--- src/pkg/tio_pkg.sv ---
// Constants and types shared by the timed I/O port block.
// Assumes one system clock domain; all port widths start at pin 0.
`default_nettype none

package tio_pkg;

  // ==========================================================
  // Sizes
  localparam int TIO_NPORT  = 3;
  localparam int TIO_NPIN   = 8;
  localparam int TIO_NCB    = 6;
  localparam int TIO_CB_SEL_W = 3;
  localparam int TIO_CB_DIV_W = 8;
  localparam int TIO_CNT_W  = 16;
  localparam int TIO_XFER_W = 32;
  localparam int TIO_SLOT_W = 6;

  // Port widths, narrowest first, and the pins each one covers
  localparam int TIO_PW [TIO_NPORT] = '{1, 4, 8};
  localparam logic [TIO_NPIN-1:0] TIO_PMASK [TIO_NPORT] = '{8'h01, 8'h0F, 8'hFF};
  // Pins taken by the inter-chip link when it is on
  localparam logic [TIO_NPIN-1:0] TIO_LINK_MASK = 8'hF0;

  // ==========================================================
  // Reference clock pacing
  localparam int TIO_SYS_CLK_MHZ = 125;
  localparam int TIO_REF_CLK_MHZ = 100;
  localparam int TIO_ACC_W       = 8;

  // ==========================================================
  // Reset values
  localparam logic [TIO_CB_SEL_W-1:0] TIO_CB_SEL_RST = 3'h0;
  localparam logic [TIO_CNT_W-1:0]    TIO_CNT_RST    = 16'h0000;
  localparam logic [TIO_XFER_W-1:0]   TIO_XFER_RST   = 32'h0000_0000;

  // ==========================================================
  // Port sequencer states
  typedef enum logic [2:0] {
    TIO_ST_IDLE  = 3'b001,
    TIO_ST_WAIT  = 3'b010,
    TIO_ST_SHIFT = 3'b100
  } tio_state_type;

endpackage : tio_pkg

`default_nettype wire

--- src/rtl/tio_clkblk.sv ---
// One clock block: picks a tick source and divides it.
// Assumes the external level is already synchronised to clk_sys_i.
`default_nettype none

module tio_clkblk
  import tio_pkg::*;
(
  // Clock and reset
  input  wire logic                    clk_sys_i,
  input  wire logic                    nrst_i,
  // Sources
  input  wire logic                    ref_tick_i,
  input  wire logic                    ext_lvl_i,
  // Configuration
  input  wire logic                    src_ext_i,
  input  wire logic [TIO_CB_DIV_W-1:0] div_i,
  // Pacing output
  output logic                         tick_o
);

  logic                    ext_d;
  logic                    src_evt;
  logic [TIO_CB_DIV_W-1:0] div_cnt;

  // ==========================================================
  // Source select
  // Rising edge of the external clock only
  assign src_evt = src_ext_i ? (ext_lvl_i & ~ext_d) : ref_tick_i;

  always_ff @(posedge clk_sys_i or negedge nrst_i)
  begin
    if (!nrst_i)
      ext_d <= 1'b0;
    else
      ext_d <= ext_lvl_i;
  end

  // ==========================================================
  // Divider
  always_ff @(posedge clk_sys_i or negedge nrst_i)
  begin
    if (!nrst_i)
    begin
      div_cnt <= '0;
      tick_o  <= 1'b0;
    end
    else
    begin
      tick_o <= 1'b0;
      if (src_evt)
      begin
        if (div_cnt >= div_i)
        begin
          div_cnt <= '0;
          tick_o  <= 1'b1;
        end
        else
          div_cnt <= div_cnt + 1'b1;
      end
    end
  end

endmodule // tio_clkblk

`default_nettype wire

--- src/rtl/tio_port_top.sv ---
// Timed I/O ports (1, 4 and 8 bits) sharing eight pins, with clock blocks.
// Assumes pins and strobes are asynchronous; config and ops come from clk_sys_i.
//
// What this block does
// - Ports of widths 1, 4, 8 (from the width table) connect to pins.
// - Each port is wholly input or wholly output, never mixed.
// - Ports drive or sample pins; input ports may wait for a pin condition.
// - Input port operations are taken at once; output ones wait for a free transfer register.
// - Data passes through a shift register and a transfer register.
// - Each port has a 16-bit counter timing its transfers.
// - Counter readable always; a transfer may wait for a counter value.
// - Each transfer captures the counter as a timestamp.
// - An enabled link disables the port pins it shares.
// - Narrower enabled port overrules wider ports on shared pins only.
// - A port always transfers at its own width.
// - Port transfer rate is paced by its attached clock block.
// - Six clock blocks; block 0 is the 100 MHz reference.
// - A clock block may take a 1-bit port pin as its source.
// - Input strobe qualifies incoming data; output strobe marks output data.
// - Reset attaches every port to clock block 0; a disabled port then takes port_cb_sel_i.
`default_nettype none

module tio_port_top
  import tio_pkg::*;
#(
  parameter int CB_COUNT = TIO_NCB
)
(
  // Clock and reset
  input  wire logic                                   clk_sys_i,
  input  wire logic                                   nrst_i,
  // Pins
  input  wire logic [TIO_NPIN-1:0]                    pin_i,
  output logic      [TIO_NPIN-1:0]                    pin_o,
  output logic      [TIO_NPIN-1:0]                    pin_oe_o,
  // Link sharing
  input  wire logic                                   link_en_i,
  // Clock block configuration
  input  wire logic [CB_COUNT-1:0]                    cb_src_ext_i,
  input  wire logic [CB_COUNT-1:0][TIO_CB_DIV_W-1:0]  cb_div_i,
  // Port configuration
  input  wire logic [TIO_NPORT-1:0]                   port_en_i,
  input  wire logic [TIO_NPORT-1:0]                   port_out_i,
  input  wire logic [TIO_NPORT-1:0][TIO_CB_SEL_W-1:0] port_cb_sel_i,
  input  wire logic [TIO_NPORT-1:0]                   strobe_en_i,
  input  wire logic [TIO_NPORT-1:0]                   cond_en_i,
  input  wire logic [TIO_NPORT-1:0][TIO_NPIN-1:0]     cond_val_i,
  // Strobes
  input  wire logic [TIO_NPORT-1:0]                   input_strobe_i,
  output logic      [TIO_NPORT-1:0]                   output_strobe_o,
  // Processor operations
  input  wire logic [TIO_NPORT-1:0]                   op_valid_i,
  input  wire logic [TIO_NPORT-1:0][TIO_XFER_W-1:0]   op_data_i,
  input  wire logic [TIO_NPORT-1:0]                   op_timed_i,
  input  wire logic [TIO_NPORT-1:0][TIO_CNT_W-1:0]    op_time_i,
  output logic      [TIO_NPORT-1:0]                   op_ready_o,
  // Read side
  output logic      [TIO_NPORT-1:0]                   rd_valid_o,
  output logic      [TIO_NPORT-1:0][TIO_XFER_W-1:0]   rd_data_o,
  input  wire logic [TIO_NPORT-1:0]                   rd_ack_i,
  // Time
  output logic      [TIO_NPORT-1:0][TIO_CNT_W-1:0]    cnt_o,
  output logic      [TIO_NPORT-1:0][TIO_CNT_W-1:0]    ts_o
);

  // ==========================================================
  // Elaboration checks
  if (CB_COUNT < 2 || CB_COUNT > (1 << TIO_CB_SEL_W))
  begin : g_bad_cb_count
    $error("tio_port_top: CB_COUNT out of range");
  end

  localparam logic [TIO_ACC_W-1:0] REF_STEP = TIO_ACC_W'(TIO_REF_CLK_MHZ);
  localparam logic [TIO_ACC_W-1:0] REF_MOD  = TIO_ACC_W'(TIO_SYS_CLK_MHZ);

  logic [TIO_NPIN-1:0]  pin_m;
  logic [TIO_NPIN-1:0]  pin_s;
  logic [TIO_NPORT-1:0] stb_m;
  logic [TIO_NPORT-1:0] stb_s;
  logic [TIO_ACC_W-1:0] ref_acc;
  logic                 ref_tick;
  logic [CB_COUNT-1:0]  cb_tick;

  logic [TIO_NPORT-1:0]               pt_active;
  logic [TIO_NPORT-1:0][TIO_NPIN-1:0] pt_drive;
  logic [TIO_NPIN-1:0]                next_pin_o;
  logic [TIO_NPIN-1:0]                next_pin_oe;

  // ==========================================================
  // Input synchronisers
  // Pins and strobes come from outside; two flops before any use
  always_ff @(posedge clk_sys_i or negedge nrst_i)
  begin
    if (!nrst_i)
    begin
      pin_m <= '0;
      pin_s <= '0;
      stb_m <= '0;
      stb_s <= '0;
    end
    else
    begin
      pin_m <= pin_i;
      pin_s <= pin_m;
      stb_m <= input_strobe_i;
      stb_s <= stb_m;
    end
  end

  // ==========================================================
  // Reference tick
  // 100 of every 125 system cycles; jitter of one cycle traded for no PLL
  always_ff @(posedge clk_sys_i or negedge nrst_i)
  begin
    if (!nrst_i)
    begin
      ref_acc  <= '0;
      ref_tick <= 1'b0;
    end
    else if (ref_acc + REF_STEP >= REF_MOD)
    begin
      ref_acc  <= ref_acc + REF_STEP - REF_MOD;
      ref_tick <= 1'b1;
    end
    else
    begin
      ref_acc  <= ref_acc + REF_STEP;
      ref_tick <= 1'b0;
    end
  end

  // ==========================================================
  // Clock blocks
  assign cb_tick[0] = ref_tick;

  for (genvar c = 1; c < CB_COUNT; c++)
  begin : g_cb
    tio_clkblk u_cb (
      .clk_sys_i  (clk_sys_i),
      .nrst_i     (nrst_i),
      .ref_tick_i (ref_tick),
      .ext_lvl_i  (pin_s[0]),
      .src_ext_i  (cb_src_ext_i[c]),
      .div_i      (cb_div_i[c]),
      .tick_o     (cb_tick[c])
    );
  end

  // ==========================================================
  // Ports
  for (genvar p = 0; p < TIO_NPORT; p++)
  begin : g_port
    localparam int W = TIO_PW[p];
    localparam logic [TIO_SLOT_W-1:0] LAST = TIO_SLOT_W'(TIO_XFER_W / W - 1);

    tio_state_type           state;
    logic [TIO_CB_SEL_W-1:0] cb_sel;
    logic                    tick;
    logic [TIO_CNT_W-1:0]    cnt;
    logic [TIO_XFER_W-1:0]   shreg;
    logic [TIO_XFER_W-1:0]   xfer;
    logic                    xfer_full;
    logic [TIO_SLOT_W-1:0]   slot;
    logic                    timed;
    logic [TIO_CNT_W-1:0]    when;
    logic                    accept;
    logic                    time_ok;
    logic                    cond_ok;
    logic                    strobe_ok;
    logic [W-1:0]            pins_w;

    assign pins_w    = pin_s[W-1:0];
    assign tick      = (cb_sel < CB_COUNT) ? cb_tick[cb_sel] : cb_tick[0];
    assign time_ok   = !timed || (cnt == when);
    assign cond_ok   = !cond_en_i[p] || (pins_w == cond_val_i[p][W-1:0]);
    assign strobe_ok = !strobe_en_i[p] || stb_s[p];
    // Inputs always take an op; outputs only with the transfer register free
    assign op_ready_o[p] = !port_out_i[p] || !xfer_full;
    assign accept        = op_valid_i[p] && op_ready_o[p];

    // Clock-block attachment, latched when the port is off
    always_ff @(posedge clk_sys_i or negedge nrst_i)
    begin
      if (!nrst_i)
        cb_sel <= TIO_CB_SEL_RST;
      else if (!port_en_i[p])
        cb_sel <= port_cb_sel_i[p];
    end

    // Free-running port counter
    always_ff @(posedge clk_sys_i or negedge nrst_i)
    begin
      if (!nrst_i)
        cnt <= TIO_CNT_RST;
      else if (tick)
        cnt <= cnt + 1'b1;
    end

    // Deferred-time request
    always_ff @(posedge clk_sys_i or negedge nrst_i)
    begin
      if (!nrst_i)
      begin
        timed <= 1'b0;
        when  <= TIO_CNT_RST;
      end
      else if (accept)
      begin
        timed <= op_timed_i[p];
        when  <= op_time_i[p];
      end
      // Outputs leave the wait on time alone, so strobe and condition must not hold it
      else if (tick && state == TIO_ST_WAIT && time_ok
               && (port_out_i[p] || (cond_ok && strobe_ok)))
        timed <= 1'b0;
    end

    // Sequencer, shift register and transfer register
    always_ff @(posedge clk_sys_i or negedge nrst_i)
    begin
      if (!nrst_i)
      begin
        state     <= TIO_ST_IDLE;
        shreg     <= TIO_XFER_RST;
        xfer      <= TIO_XFER_RST;
        xfer_full <= 1'b0;
        slot      <= '0;
        ts_o[p]   <= TIO_CNT_RST;
      end
      else if (!port_en_i[p])
      begin
        state     <= TIO_ST_IDLE;
        xfer_full <= 1'b0;
        slot      <= '0;
      end
      else if (port_out_i[p])
      begin
        // Output direction
        if (accept)
        begin
          xfer      <= op_data_i[p];
          xfer_full <= 1'b1;
        end
        case (state)
          TIO_ST_IDLE:
            if (xfer_full)
              state <= TIO_ST_WAIT;
          TIO_ST_WAIT:
            if (tick && time_ok)
            begin
              shreg     <= xfer;
              xfer_full <= 1'b0;
              ts_o[p]   <= cnt;
              slot      <= LAST;
              state     <= TIO_ST_SHIFT;
            end
          TIO_ST_SHIFT:
            if (tick)
            begin
              if (slot == '0)
                state <= TIO_ST_IDLE;
              else
              begin
                shreg <= shreg >> W;
                slot  <= slot - 1'b1;
              end
            end
          default:
            state <= TIO_ST_IDLE;
        endcase
      end
      else
      begin
        // Input direction
        if (rd_ack_i[p])
          xfer_full <= 1'b0;
        case (state)
          TIO_ST_IDLE:
            if (!xfer_full)
              state <= TIO_ST_WAIT;
          TIO_ST_WAIT:
            if (tick && time_ok && cond_ok && strobe_ok)
            begin
              shreg <= {pins_w, shreg[TIO_XFER_W-1:W]};
              slot  <= '0;
              state <= (LAST == '0) ? TIO_ST_IDLE : TIO_ST_SHIFT;
              if (LAST == '0)
              begin
                xfer      <= {pins_w, shreg[TIO_XFER_W-1:W]};
                xfer_full <= 1'b1;
                ts_o[p]   <= cnt;
              end
            end
          TIO_ST_SHIFT:
            if (tick && strobe_ok)
            begin
              shreg <= {pins_w, shreg[TIO_XFER_W-1:W]};
              slot  <= slot + 1'b1;
              if (slot + 1'b1 == LAST)
              begin
                // Full word moves to the transfer register
                xfer      <= {pins_w, shreg[TIO_XFER_W-1:W]};
                xfer_full <= 1'b1;
                ts_o[p]   <= cnt;
                state     <= TIO_ST_IDLE;
              end
            end
          default:
            state <= TIO_ST_IDLE;
        endcase
      end
    end

    // Output strobe follows the data shown on the pins
    always_ff @(posedge clk_sys_i or negedge nrst_i)
    begin
      if (!nrst_i)
        output_strobe_o[p] <= 1'b0;
      else
        output_strobe_o[p] <= port_en_i[p] && port_out_i[p]
                              && state == TIO_ST_SHIFT;
    end

    assign pt_active[p] = port_en_i[p] && port_out_i[p] && state == TIO_ST_SHIFT;
    assign pt_drive[p]  = TIO_NPIN'(shreg[W-1:0]);
    assign rd_valid_o[p] = !port_out_i[p] && xfer_full;
    assign rd_data_o[p]  = xfer;
    assign cnt_o[p]      = cnt;
  end

  // ==========================================================
  // Pin ownership and drive
  // Narrowest enabled port wins each pin; link overrides all ports on pins 7..4
  always_comb
  begin
    next_pin_o  = '0;
    next_pin_oe = '0;
    for (int k = 0; k < TIO_NPIN; k++)
    begin
      for (int q = TIO_NPORT - 1; q >= 0; q--)
      begin
        if (port_en_i[q] && TIO_PMASK[q][k])
        begin
          next_pin_o[k]  = pt_drive[q][k];
          next_pin_oe[k] = pt_active[q];
        end
      end
      if (link_en_i && TIO_LINK_MASK[k])
      begin
        next_pin_o[k]  = 1'b0;
        next_pin_oe[k] = 1'b0;
      end
    end
  end

  always_ff @(posedge clk_sys_i or negedge nrst_i)
  begin
    if (!nrst_i)
    begin
      pin_o    <= '0;
      pin_oe_o <= '0;
    end
    else
    begin
      pin_o    <= next_pin_o;
      pin_oe_o <= next_pin_oe;
    end
  end

endmodule // tio_port_top

`default_nettype wire

--- config.mk ---
export PLATFORM = sky130hd
export DESIGN_NAME = tio_port_top
export DESIGN_NICKNAME = d
export VERILOG_FILES = /design/src/pkg/tio_pkg.sv /design/src/rtl/tio_clkblk.sv /design/src/rtl/tio_port_top.sv
export SDC_FILE = /design/constraint.sdc
export NUM_CORES = 1
export LEC_CHECK = 0
export ABC_AREA = 0
export BUFFER_PORTS_ARGS = -buffer_cell sky130_fd_sc_hd__buf_2
export CORE_MARGIN = 2
export CORE_UTILIZATION = 48
export CTS_BUF_LIST = sky130_fd_sc_hd__clkbuf_8
export CTS_CLUSTER_SIZE = 10
export DETAILED_ROUTE_END_ITERATION = 7
export GPL_TIMING_DRIVEN = 1
export PLACE_DENSITY = 0.71
export SYNTH_ARGS = -nofsm -noshare
export SYNTH_HDL_FRONTEND = slang
export SYNTH_SLANG_ARGS = --single-unit
--- constraint.sdc ---
create_clock -name clk_sys_i -period 7.3 [get_ports clk_sys_i]
set_clock_uncertainty 0.15 [all_clocks]
set_input_delay 0.365 -clock clk_sys_i [delete_from_list [all_inputs] [get_ports clk_sys_i]]
set_output_delay 0.365 -clock clk_sys_i [all_outputs]
set_load 0.1 [all_outputs]
; ---- Word level (Yosys, flattened, before mapping)
; Index checks and enable logic that the tools add are counted.
[word_totals]
word_cells = 458
memories = 0
ram_bits = 0
reg_bits = 471
mem_bits_ro = 0
inputBits = 266
latch_bits = 0
[op_classes]
n_reduce_logical = 99
div_mod_pow = 0
n_eq_ne = 72
bitwise = 2
add_sub_neg = 16
multipliers = 0
order_cmp = 12
shifts = 0
mux = 205
[op_table]
columns = op, count
row1 = $mux W32, 33
row2 = $pmux W32 S2, 6
row3 = $mux W16, 18
row4 = $mux W6, 21
row5 = $mux W3, 30
row6 = $ne A4 B4 Y1 const B, 21
row7 = $mux W1, 76
row8 = $pmux W6 S2, 6
row9 = $pmux W3 S3, 6
row10 = $add A16 B1 Y16 const B, 3
row11 = $eq A16 B16 Y1, 3
row12 = $mux W8, 6
row13 = $add A8 B1 Y8 const B, 5
row14 = $ge A8 B8 Y1, 5
row15 = $logic_and A1 B1 Y1, 36
row16 = $reduce_and A6 Y1, 6
row17 = $reduce_bool A2 Y1, 15
row18 = $ne A3 B3 Y1 const B, 9
row19 = $ne A4 B3 Y1 const B, 6
row20 = $reduce_and A8 Y1, 3
row21 = $reduce_and A7 Y1, 3
row22 = $add A6 B1 Y6 const B, 3
row23 = $logic_not A6 Y1, 3
row24 = $ne A2 B1 Y1 const B, 9
row25 = 23 further kinds, 74

; ---- Longest topological paths before layout
; Gate-level depths: netlist of the first run.
[depth]
depth_word = 10
mapped_depth = 10

; ---- By module
; From an unflattened synthesis of the first run, not the netlist that was laid out.
[unflattened]
hier_cells = 2172
area_unflattened_um2 = 24315.8
[modules_own_cells]
columns = module, area_per_inst_um2, instances, seq_area_each_um2, cells_each
row1 = tio_port_top, 20412.1, 1, 10588.9, 1792
row2 = tio_clkblk, 780.7, 5, 250.2, 76

; ---- Least setup slack after synthesis of the first run
; Ideal clock, no wire load.
[synth_timing]
path_type = register -> register
from = reg g_port[1].cnt[2]
to = reg ts_o[27] (netlist bit)
setup_time_ns = 0.126
arrival_time_ns = 3.071
stages_incl_launch_ff = 9
setup_slack_ns = 3.953
path_buffers = 2
required_time_ns = 7.024
period_less_slack_ns = 3.347
cell_sequence = dfrtp_1 -> buf_2 -> xnor2_1 -> nand4_1 -> o41a_1 -> or3_4 -> a211oi_4 -> buf_6 -> mux2_2
[synth_between]
elab_chain_len = 5
[synth_lines]
columns = item, line_no
row1 = "start, declared", tio_port_top.sv:159  ; logic [TIO_CNT_W-1:0] cnt;
row2 = "start signal, assigned", tio_port_top.sv:196  ; cnt <= cnt + 1'b1;
row3 = $eq A16 B16 Y1, tio_port_top.sv:174  ; assign time_ok = !timed || (cnt == when);
row4 = $logic_or A1 B1 Y1, tio_port_top.sv:174
row5 = $logic_and A1 B1 Y1, tio_port_top.sv:249  ; if (tick && time_ok)
row6 = $ne A2 B1 Y1 (no line), -
row7 = $reduce_and A6 Y1 (no line), -
row8 = "end signal, assigned by index", tio_port_top.sv:253  ; ts_o[p] <= cnt;
row9 = "end signal, assigned by index", tio_port_top.sv:291  ; ts_o[p] <= cnt;
row10 = "end signal, assigned by index", tio_port_top.sv:304  ; ts_o[p] <= cnt;
row11 = "end, declared", tio_port_top.sv:63  ; output logic [TIO_NPORT-1:0][TIO_CNT_W-1:0] ts_o
; Every way passes these cells.
; A chain may end at the register's enable or synchronous reset.

; ---- Worst setup path after layout of the first run
[layout_timing]
from = reg ref_tick
to = reg g_port[1].xfer_full
[layout_between]
elab_chain_len = 8
word_cells_on_any_way = 11
cone_classes = mux: 9 / reduce/logical: 2
[layout_lines]
columns = item, line_no
row1 = "start, declared", tio_port_top.sv:81  ; logic ref_tick;
row2 = "start signal, assigned", tio_port_top.sv:118  ; ref_tick <= 1'b0;
row3 = "start signal, assigned", tio_port_top.sv:123  ; ref_tick <= 1'b1;
row4 = "start signal, assigned", tio_port_top.sv:128  ; ref_tick <= 1'b0;
row5 = $bmux W1 S3, tio_port_top.sv:173  ; assign tick = (cb_sel < CB_COUNT) ? cb_tick[cb_sel] : cb_tick[0];
row6 = $mux W1 (not written as such), tio_port_top.sv:173
row7 = $mux W1 *, tio_port_top.sv:173
row8 = $logic_and A1 B1 Y1 (on tied branches), "tio_port_top.sv:295, tio_port_top.sv:249"
row9 = $mux W1 (on tied branches), "tio_port_top.sv:295, tio_port_top.sv:249"
row10 = $mux W1 (on tied branches), "tio_port_top.sv:277, tio_port_top.sv:244"
row11 = $mux W1 *, tio_port_top.sv:236  ; else if (port_out_i[p])
row12 = $mux W1 *, tio_port_top.sv:230  ; else if (!port_en_i[p])
row13 = "end signal, assigned", tio_port_top.sv:233  ; xfer_full <= 1'b0;
row14 = "end signal, assigned", tio_port_top.sv:242  ; xfer_full <= 1'b1;
row15 = "end signal, assigned", tio_port_top.sv:276  ; xfer_full <= 1'b0;
row16 = "end, declared", tio_port_top.sv:162  ; logic xfer_full;
; Every way passes the cells marked *; elsewhere a longest branch is shown, timed or not. The select of a mux whose other input is x is not followed.

==> results of run 1 <==
==> state kept, by name, summed over array words and instances, names as in the netlist, 5 cells and up <==
register           count
g_port.shreg          96
g_port.xfer           96
g_port.cnt            48
g_port.when           48
ts_o                  48
g_cb.u_cb.div_cnt     40
g_port.slot           18
g_port.cb_sel          9
g_port.state           9
g_port.pins_w          8
pin_m                  8
pin_o                  8
ref_acc                8
g_cb.u_cb.tick_o       5
==> cell type report <==
cell class              instances  area [µm²]
repair buffers                658        4270
clock buffers                  99        1360
multi-input cells            1551       11100
diodes                          4        10.0
fillers                      3847       18800
flip-flops and latches        469       11700
well taps                     664         831
inverters                      84         315
clock inverters                48         270
==> power by group <==
| part | switching (W) | internal, W | leakage (nW) | total [W] |
|---|---|---|---|---|
| logic | 0.00267 | 0.00113 | 7.77 | 0.00380 |
| registers | 0.000645 | 0.00319 | 5.91 | 0.00384 |
| clock network | 0.00110 | 0.00130 | 0.960 | 0.00241 |
==> cells in the final DEF (no fill, tap or decap), drive strengths merged, types with 22 or more instances in the layout <==
cell	n
buf	476
dfrtp	466
nand2	264
mux2	234
dlygate4sd3	182
nor2	137
o21ai	123
inv	116
clkbuf	99
xnor2	94
mux2i	91
ha	64
a21oi	64
nand3	46
a31oi	38
and2	34
nor3	34
xor2	32
nand4	29
a21o	25
o22ai	24
nand2b	23
and3	22
==> through the flow <==
stage	worst slack [ps]	utilization [%]	instance area [µm²]
after global placement	3670	54.3	26400
after CTS	3580	61.3	29900
final	3640	61.4	29900
after floorplan	3950	-	23600
after detailed placement	3630	54.3	26400
after global routing	3400	61.4	29900
==> per-layer routing <==
layer	routed length [µm]	part of all wire (%)
met5	0	0
met4	2120	3.3
met3	3800	5.9
met2	31200	49
met1	27200	42
==> kinds of logic (layout without fill, tap and decap cells) <==
kind of cell    Yosys count  in the layout  synth area share (%)
simple gates            661            661                  13.2
flops                   469            469                  49.7
compound gates          372            372                  10.3
mux                     328            328                  15.3
buf+inv                 192            889                  3.47
xor+xnor                126            126                  4.67
fa+ha+maj                64             64                  3.39
other cells               0              4                     0
==> final timing paths <==
| check | from | endpoint | slack, ps | cells past startpoint |
|---|---|---|---|---|
| worst min-delay path | cb_src_ext_i[1] | g_cb[1].u_cb.div_cnt[1] | 100 | 4 |
| min in group asynchronous | nrst_i | ts_o[45] | 280 | 2 |
| max in group asynchronous | nrst_i | g_port[1].xfer[27] | 5110 | 3 |
| worst min register to register | pin_m[7] | g_port[2].pins_w[7] | 200 | 0 |
| worst max-delay path | ref_tick | g_port[1].xfer_full | 3640 | 9 |
| worst max register to register | ref_tick | g_port[1].xfer_full | 3640 | 9 |
==> worst max-delay path, delay by kind of cell (launching register included) <==
kind	cells	cell delay, ps
buffers and inverters	2	1150
AO/OA/AOI/OAI	3	650
flip-flops	1	540
multiplexers	1	520
AND/OR/NAND/NOR	3	520
==> timing repair <==
action	in CTS	in global routing
hold buffers	182	0
hold endpoints to repair	310	0
setup endpoints to repair	0	0
==> qor.txt, run 1 <==
Slew @ Worst Pin = 1180 ps
Post-Syn Area = 0.0236 mm²
CP cell instances = mux4_2 > nand2b_1 > nand2_1 > a41oi_1 > o21ai_0 > nand2_1 > dlygate4sd3_1 > a21oi_1 > dlygate4sd3_1
most frequent cell after synthesis = dfrtp_1
Synth area leaders = dfrtp_1 49%, mux2_2 11%, nand2_1 4.2%
CTS tree = built
Layout Area Growth over Synthesis = 26.6%
register area share after synthesis = 49.7%
synthesized area per cell = 10.7 µm²
startpoint types = flop
hpwl dp = 43000 µm
Die H = 226 µm
Main synth FF type = dfrtp_1
fin. max-slew vios = 0
RSZ-0062 raised after global routing = no
Setup TNS = 0 ps
synth warn = 0
vias in the first global route = 19700
Final Hold Viols = 0
total power = 0.0100 W
Fmax = 273 MHz
Wirelength per Cell = 18.0 µm
Initial Util = 48.5%
maximum VDD drop = 0.260 mV
Clock Root Buffer = clkbuf_8
routed vias = 19200
Setup Fix Bufs, Post-CTS = 0
biggest area consumer among synthesized cells = dfrtp_1
Die X = 226 µm
All-Layer GR Usage = 25.0%
cts bufs inserted = 83
Min Clock Period, post-route = 3660 ps
Distinct cells, synth = 83
initial antenna violation count = 3
fin crit share = 50.2%
DR iter-0 viols = 1116
drt first pass iters = 5
IO buf count = 462
Final Non-Filler Cells = 3577
Hold Worst Slack = 96.4 ps
GR Util met3 = 5.39%
Max-Cap Viols = 0
PwrDens = 336 mW/mm²
slowest cell delay on critical path = 590 ps
Post-Syn Instances = 2212
IO Pins = 483
FFs w/ async S/R, synth = 100%
H-tree levels = 3
core area = 0.0487 mm²
GRT busiest layer = met2
#FFs+latches synth = 469
Worst Path Required = 7670 ps
top cells by count, synth = 466 x dfrtp_1, 264 x nand2_1, 232 x mux2_2
GR Overflow Total = 0
post_cts resized = 0
drt via density = 5.37
Total Nets Final = 3177
drc violations = 0
crit-path max FO = 12
Worst EP arrival = 4030 ps
first-pass GRT wire length = 102000 µm
top cell type's share of synthesized area = 49.4%
Routed WL = 64300 µm
Setup Crit Path Kind = flop to flop
Syn Nets = 2542
GR met1 Demand/Resource = 31.5%
Clk Latency, worst-skew pair = 650 ps
Crit. End Element = flop
row count = 81
worst hold path class = input port to flop
leak pwr = 14.6 nW
Clock Pin Slew Worst Setup and Hold Paths = 60 ps
remaining antenna violation count = 0
GP Congestion = 0.846
CP max stage cell = dlygate4sd3_1
GR Util met2 = 42.0%
CTS sink cnt = 469
final setup vio count = 0
layout cells sized above 1 = 30.0%
Post-synth EDFFs = 0
status = finished clean
clk buf depth = 3
die area = 0.0510 mm²
largest net degree at the start of global routing = 130
Post-Place Cells = 3244
Worst slew margin = 19.0%
Power figures use the tool's default switching activity.
==> run 2: changes to the inputs <==
--- a/config.mk
+++ b/config.mk
@@ -13,7 +13,7 @@
 export CTS_CLUSTER_SIZE = 10
 export DETAILED_ROUTE_END_ITERATION = 7
 export GPL_TIMING_DRIVEN = 1
-export PLACE_DENSITY = 0.71
+export PLACE_DENSITY = 0.74
 export SYNTH_ARGS = -nofsm -noshare
 export SYNTH_HDL_FRONTEND = slang
 export SYNTH_SLANG_ARGS = --single-unit
==> constraint.sdc (replaced) <==
create_clock -name clk_sys_i -period 3.3 [get_ports clk_sys_i]
set_clock_uncertainty 0.15 [all_clocks]
set_input_delay 0.165 -clock clk_sys_i [delete_from_list [all_inputs] [get_ports clk_sys_i]]
set_output_delay 0.165 -clock clk_sys_i [all_outputs]
set_load 0.1 [all_outputs]
==> qor.txt, run 2 (synthesis gave the netlist of run 1 again) <==
status = finished clean
DR iter-0 viols = 1315
Reg2Reg Depth = 7
core area = 0.0487 mm²
Layout Area Growth over Synthesis = 31.4%
Cell Int Power = 0.0126 W
Worst EP arrival = 3580 ps
Setup Crit Path Kind = flop to flop
largest net degree at the start of global routing = 107
pre-CTS setup slack = 145 ps
share of power burned in combinational logic = 39.4%
All-Layer GR Usage = 26.7%
GRT busiest layer = met2
commonest cells after routing, fill and taps aside = 464 x dfrtp_1, 461 x buf_2, 264 x nand2_1
die area = 0.0510 mm²
cts bufs inserted = 81
clk buf depth = 3
fin. max-slew vios = 0
PwrDens = 726 mW/mm²
Initial Util = 48.5%
drc violations = 0
Max-Cap Viols = 0
maximum VDD drop = 0.612 mV
Final Hold Viols = 0
fin crit share = 96.7%
leak pwr = 15.2 nW
Sequential Power Share = 37.3%
worst hold path class = input port to flop
crit-path max FO = 3
Die H = 226 µm
CTS tree = built
vias in the first global route = 20700
GP Congestion = 0.870
Hold EP = g_cb[5].u_cb.tick_o
Total Nets Final = 3294
Setup TNS = 0 ps
worst r2r src = g_port[0].cb_sel[0]
Min Clock Period, post-route = 3190 ps
commonest non-fill, non-tap cell in the layout = dfrtp_1
Wirelength per Cell = 18.7 µm
hpwl dp = 44900 µm
Fmax = 313 MHz
hold path cells = 5
Routed WL = 69200 µm
Clk Latency, worst-skew pair = 670 ps
Worst Path Required = 3690 ps
clock share of power = 23.3%
remaining antenna violation count = 0
initial antenna violation count = 8
H-tree levels = 3
first-pass GRT wire length = 108000 µm
startpoint types = flop
final worst-path setup slack = 110 ps
drt first pass iters = 5
RSZ-0062 raised after global routing = no
Clock Pin Slew Worst Setup and Hold Paths = 60 ps
GR Util met3 = 5.15%
R2R Setup Slk = 110 ps
Sw Pwr = 0.00996 W
CTS sink cnt = 469
final setup vio count = 0
GR Overflow Total = 0
Clock Root Buffer = clkbuf_8
drt via density = 5.45
routed vias = 20200
Crit. End Element = flop
row count = 81
Worst slew margin = 33.5%
Slew @ Worst Pin = 997 ps
GR met1 Demand/Resource = 33.2%
Die X = 226 µm
biggest regs = g_port.shreg x96, g_port.xfer x96
Sw Share = 44.2%
IO Pins = 483
R2R Path End = g_port[0].xfer_full
GR Util met2 = 44.8%
IO buf count = 462
layout cells sized above 1 = 30.8%
worst hold path startpoint = cb_div_i[47]
-- run 2: cell types whose count changed in the layout (fill, tap and decap cells not counted), sizes merged --
cell	previous run	this run
buf	476	537
dlygate4sd3	182	240
diode	4	9
clkinv	12	9
clkbuf	99	97
inv	116	118
bufinv	2	1
clkinvlp	2	3
-- run 2: timing repair --
item | CTS | global route
hold endpoints to repair | 719 | 0
hold buffers | 241 | 0
gates resized for setup | 0 | 3
endpoints found under the setup margin | 0 | 62
setup buffers | 0 | 3
-- run 2: through the flow --
stage | instance area [µm²] | utilization [%] | hold WS [ps] | total power, W | instances
after floorplan | 23600 | - | -281 | 0.0148 | 2212
after global placement | 26900 | 55.3 | 50.4 | 0.0166 | 3301
after detailed placement | 26900 | 55.3 | 56.1 | 0.0169 | 3301
after CTS | 31000 | 63.5 | 7.37 | 0.0225 | 3686
after global routing | 31000 | 63.6 | 86.0 | 0.0237 | 3695
final | 31000 | 63.7 | 94.5 | 0.0225 | 3698
-- run 2: worst max-delay path by stage --
stage,slack (ps),cells after the start,start,end
floorplan,70,7,g_port[1].cnt[3],ts_o[27]
global placement,190,6,g_port[1].cb_sel[0],ts_o[25]
detailed placement,150,8,ref_tick,ts_o[15]
CTS,80,8,g_port[0].cb_sel[0],g_port[0].xfer_full
global route,9,7,g_port[0].cb_sel[0],g_port[0].xfer_full
finish,110,7,g_port[0].cb_sel[0],g_port[0].xfer_full
-- run 2: layout make-up --
type,count,area (µm²)
Tap cell,664,831
Sequential cell,469,11700
Multi-Input combinational cell,1551,11100
Antenna cell,9,22.5
Clock buffer,97,1340
Fill cell,3605,17700
Clock inverter,47,260
Timing Repair Buffer,777,5410
Inverter,84,315
-- run 2: routing by layer --
| layer | vias to the layer above | share of wire [%] |
|---|---|---|
| li1 | 9284 | - |
| met1 | 9911 | 41 |
| met2 | 761 | 49 |
| met3 | 203 | 6.1 |
| met4 | 2 | 4.4 |
| met5 | - | 0.019 |
-- run 2: critical path, stage by stage (launching register included) --
cell and delay [ps]:
dfrtp_1 400, mux4_2 600, mux2_2 310, nand3_1 150, o221ai_1 130, dlygate4sd3_1 610, and3_1 200, dlygate4sd3_1 550
-- run 2: power groups by stage --
stage | Clock (W) | Combinational, W | Sequential (W)
after floorplan | 0 | 0.00325 | 0.0115
after global placement | 0 | 0.00827 | 0.00837
after detailed placement | 0 | 0.00848 | 0.00846
after CTS | 0.00537 | 0.00879 | 0.00837
after global routing | 0.00563 | 0.00947 | 0.00859
final | 0.00525 | 0.00888 | 0.00840
==> run 3: changes to the inputs <==
--- a/config.mk
+++ b/config.mk
@@ -7,6 +7,8 @@
 export LEC_CHECK = 0
 export ABC_AREA = 0
 export BUFFER_PORTS_ARGS = -buffer_cell sky130_fd_sc_hd__buf_2
+export CAP_MARGIN = 15
+export CORE_ASPECT_RATIO = 1.25
 export CORE_MARGIN = 2
 export CORE_UTILIZATION = 48
 export CTS_BUF_LIST = sky130_fd_sc_hd__clkbuf_8
==> qor.txt, run 3 (synthesis gave the netlist of run 1 again) <==
IO buf count = 462
fin crit share = 96.5%
All-Layer GR Usage = 26.6%
clk buf depth = 3
leak pwr = 15.1 nW
drc violations = 0
vias in the first global route = 20800
Cell Int Power = 0.0128 W
PwrDens = 733 mW/mm²
maximum VDD drop = 0.670 mV
IO Pins = 483
Max-Cap Viols = 0
Setup Crit Path Kind = flop to flop
Sw Share = 43.5%
worst hold path class = input port to flop
CTS sink cnt = 469
DR iter-0 viols = 911
Hold Worst Slack = 50.3 ps
commonest cells after routing, fill and taps aside = 464 x dfrtp_1, 461 x buf_2, 263 x nand2_1
final setup vio count = 0
Setup TNS = 0 ps
GR Overflow Total = 0
Placed Area = 0.0269 mm²
final worst-path setup slack = 114 ps
Sw Pwr = 0.00985 W
Die X = 202 µm
first-pass GRT wire length = 109000 µm
Fmax = 314 MHz
Die H = 252 µm
total power = 0.0226 W
routed vias = 19700
hpwl dp = 45300 µm
Routed WL = 67800 µm
Initial Util = 48.8%
pre-CTS setup slack = 188 ps
fin. max-slew vios = 0
biggest regs = g_port.shreg x96, g_port.xfer x96
Worst EP arrival = 3610 ps
Final Hold Viols = 0
Wirelength per Cell = 18.6 µm
Clk Latency, worst-skew pair = 660 ps
remaining antenna violation count = 0
share of power burned in combinational logic = 39.3%
largest net degree at the start of global routing = 96
status = finished clean
CTS tree = built
GP Congestion = 0.846
drt first pass iters = 6
initial antenna violation count = 5
Min Clock Period, post-route = 3190 ps
die area = 0.0510 mm²
Total Nets Final = 3273
Worst slew margin = 38.9%
Layout Area Growth over Synthesis = 30.7%
Clock Root Buffer = clkbuf_8
layout cells sized above 1 = 31.1%
Clock Pin Slew Worst Setup and Hold Paths = 60 ps
startpoint types = flop
Sequential Power Share = 37.0%
commonest non-fill, non-tap cell in the layout = dfrtp_1
core area = 0.0484 mm²
cts bufs inserted = 78
Crit. End Element = flop
clock share of power = 23.7%
RSZ-0062 raised after global routing = no
H-tree levels = 3
Slew @ Worst Pin = 913 ps
cell area after layout = 0.0309 mm²
row count = 90
Worst Path Required = 3720 ps
drt via density = 5.41
crit-path max FO = 8
-- run 3: cell types whose count changed in the layout (fill, tap and decap cells not counted), moves of 2 or more --
| cell | previous run | this run |
|---|---|---|
| buf_4 | 66 | 64 |
| clkbuf_8 | 97 | 105 |
| clkinv_2 | 7 | 4 |
| diode_2 | 9 | 4 |
| dlygate4sd3_1 | 240 | 223 |
| inv_1 | 113 | 106 |
| inv_8 | 5 | 0 |
-- run 3: area by class of cell --
| type | count | area, µm² |
|---|---|---|
| flip-flops and latches | 469 | 11700 |
| clock inverters | 35 | 210 |
| repair buffers | 759 | 5240 |
| clock buffers | 105 | 1450 |
| well taps | 644 | 806 |
| multi-input cells | 1551 | 11100 |
| inverters | 84 | 315 |
| fillers | 3702 | 17500 |
| diodes | 4 | 10.0 |
-- run 3: what timing repair did --
action	in CTS	in global routing
hold endpoints to repair	709	2
hold buffers	223	1
endpoints found under the setup margin	0	2
buffers inserted	0	1
gates resized for setup	0	2
-- run 3: worst paths after layout --
check	to	slack, ps	from	cells after the start
worst max-delay path	g_port[2].state[0]	110	ref_tick	10
worst min-delay path	stb_m[0]	50	input_strobe_i[0]	2
worst max register to register	g_port[2].state[0]	110	ref_tick	10
worst min register to register	g_port[2].pins_w[1]	200	pin_m[1]	0
max in group asynchronous	g_port[0].xfer[0]	2430	nrst_i	3
min in group asynchronous	g_port[1].xfer[28]	60	nrst_i	3
-- run 3: per-stage QoR --
stage	util (%)	std cells
after floorplan	-	2212
after global placement	55.6	3281
after detailed placement	55.6	3281
after CTS	63.7	3644
after global routing	63.8	3651
final	63.8	3651
-- run 3: power by group through the flow --
stage / Sequential (W) / Clock (W) / Combinational (W)
after floorplan: 0.0115 / 0 / 0.00325
after global placement: 0.00834 / 0 / 0.00834
after detailed placement: 0.00842 / 0 / 0.00853
after CTS: 0.00834 / 0.00550 / 0.00882
after global routing: 0.00857 / 0.00578 / 0.00951
final: 0.00838 / 0.00537 / 0.00889
-- run 3: critical path, cell delays in order (launching register included) --
cell	delay [ps]
dfrtp_1	420
buf_4	180
mux4_2	460
nand2b_1	190
a21oi_1	120
a311oi_1	410
or2_1	220
buf_4	170
nand4b_1	110
o211ai_1	90
dlygate4sd3_1	580
-- run 3: metal layers --
| layer | track usage (%) | vias to the layer above | routed length [µm] |
|---|---|---|---|
| met5 | 0 | - | 13 |
| met4 | 13.6 | 2 | 3070 |
| met3 | 4.87 | 197 | 3880 |
| met2 | 46.2 | 694 | 34000 |
| met1 | 31.6 | 9606 | 26800 |
| li1 | - | 9243 | - |
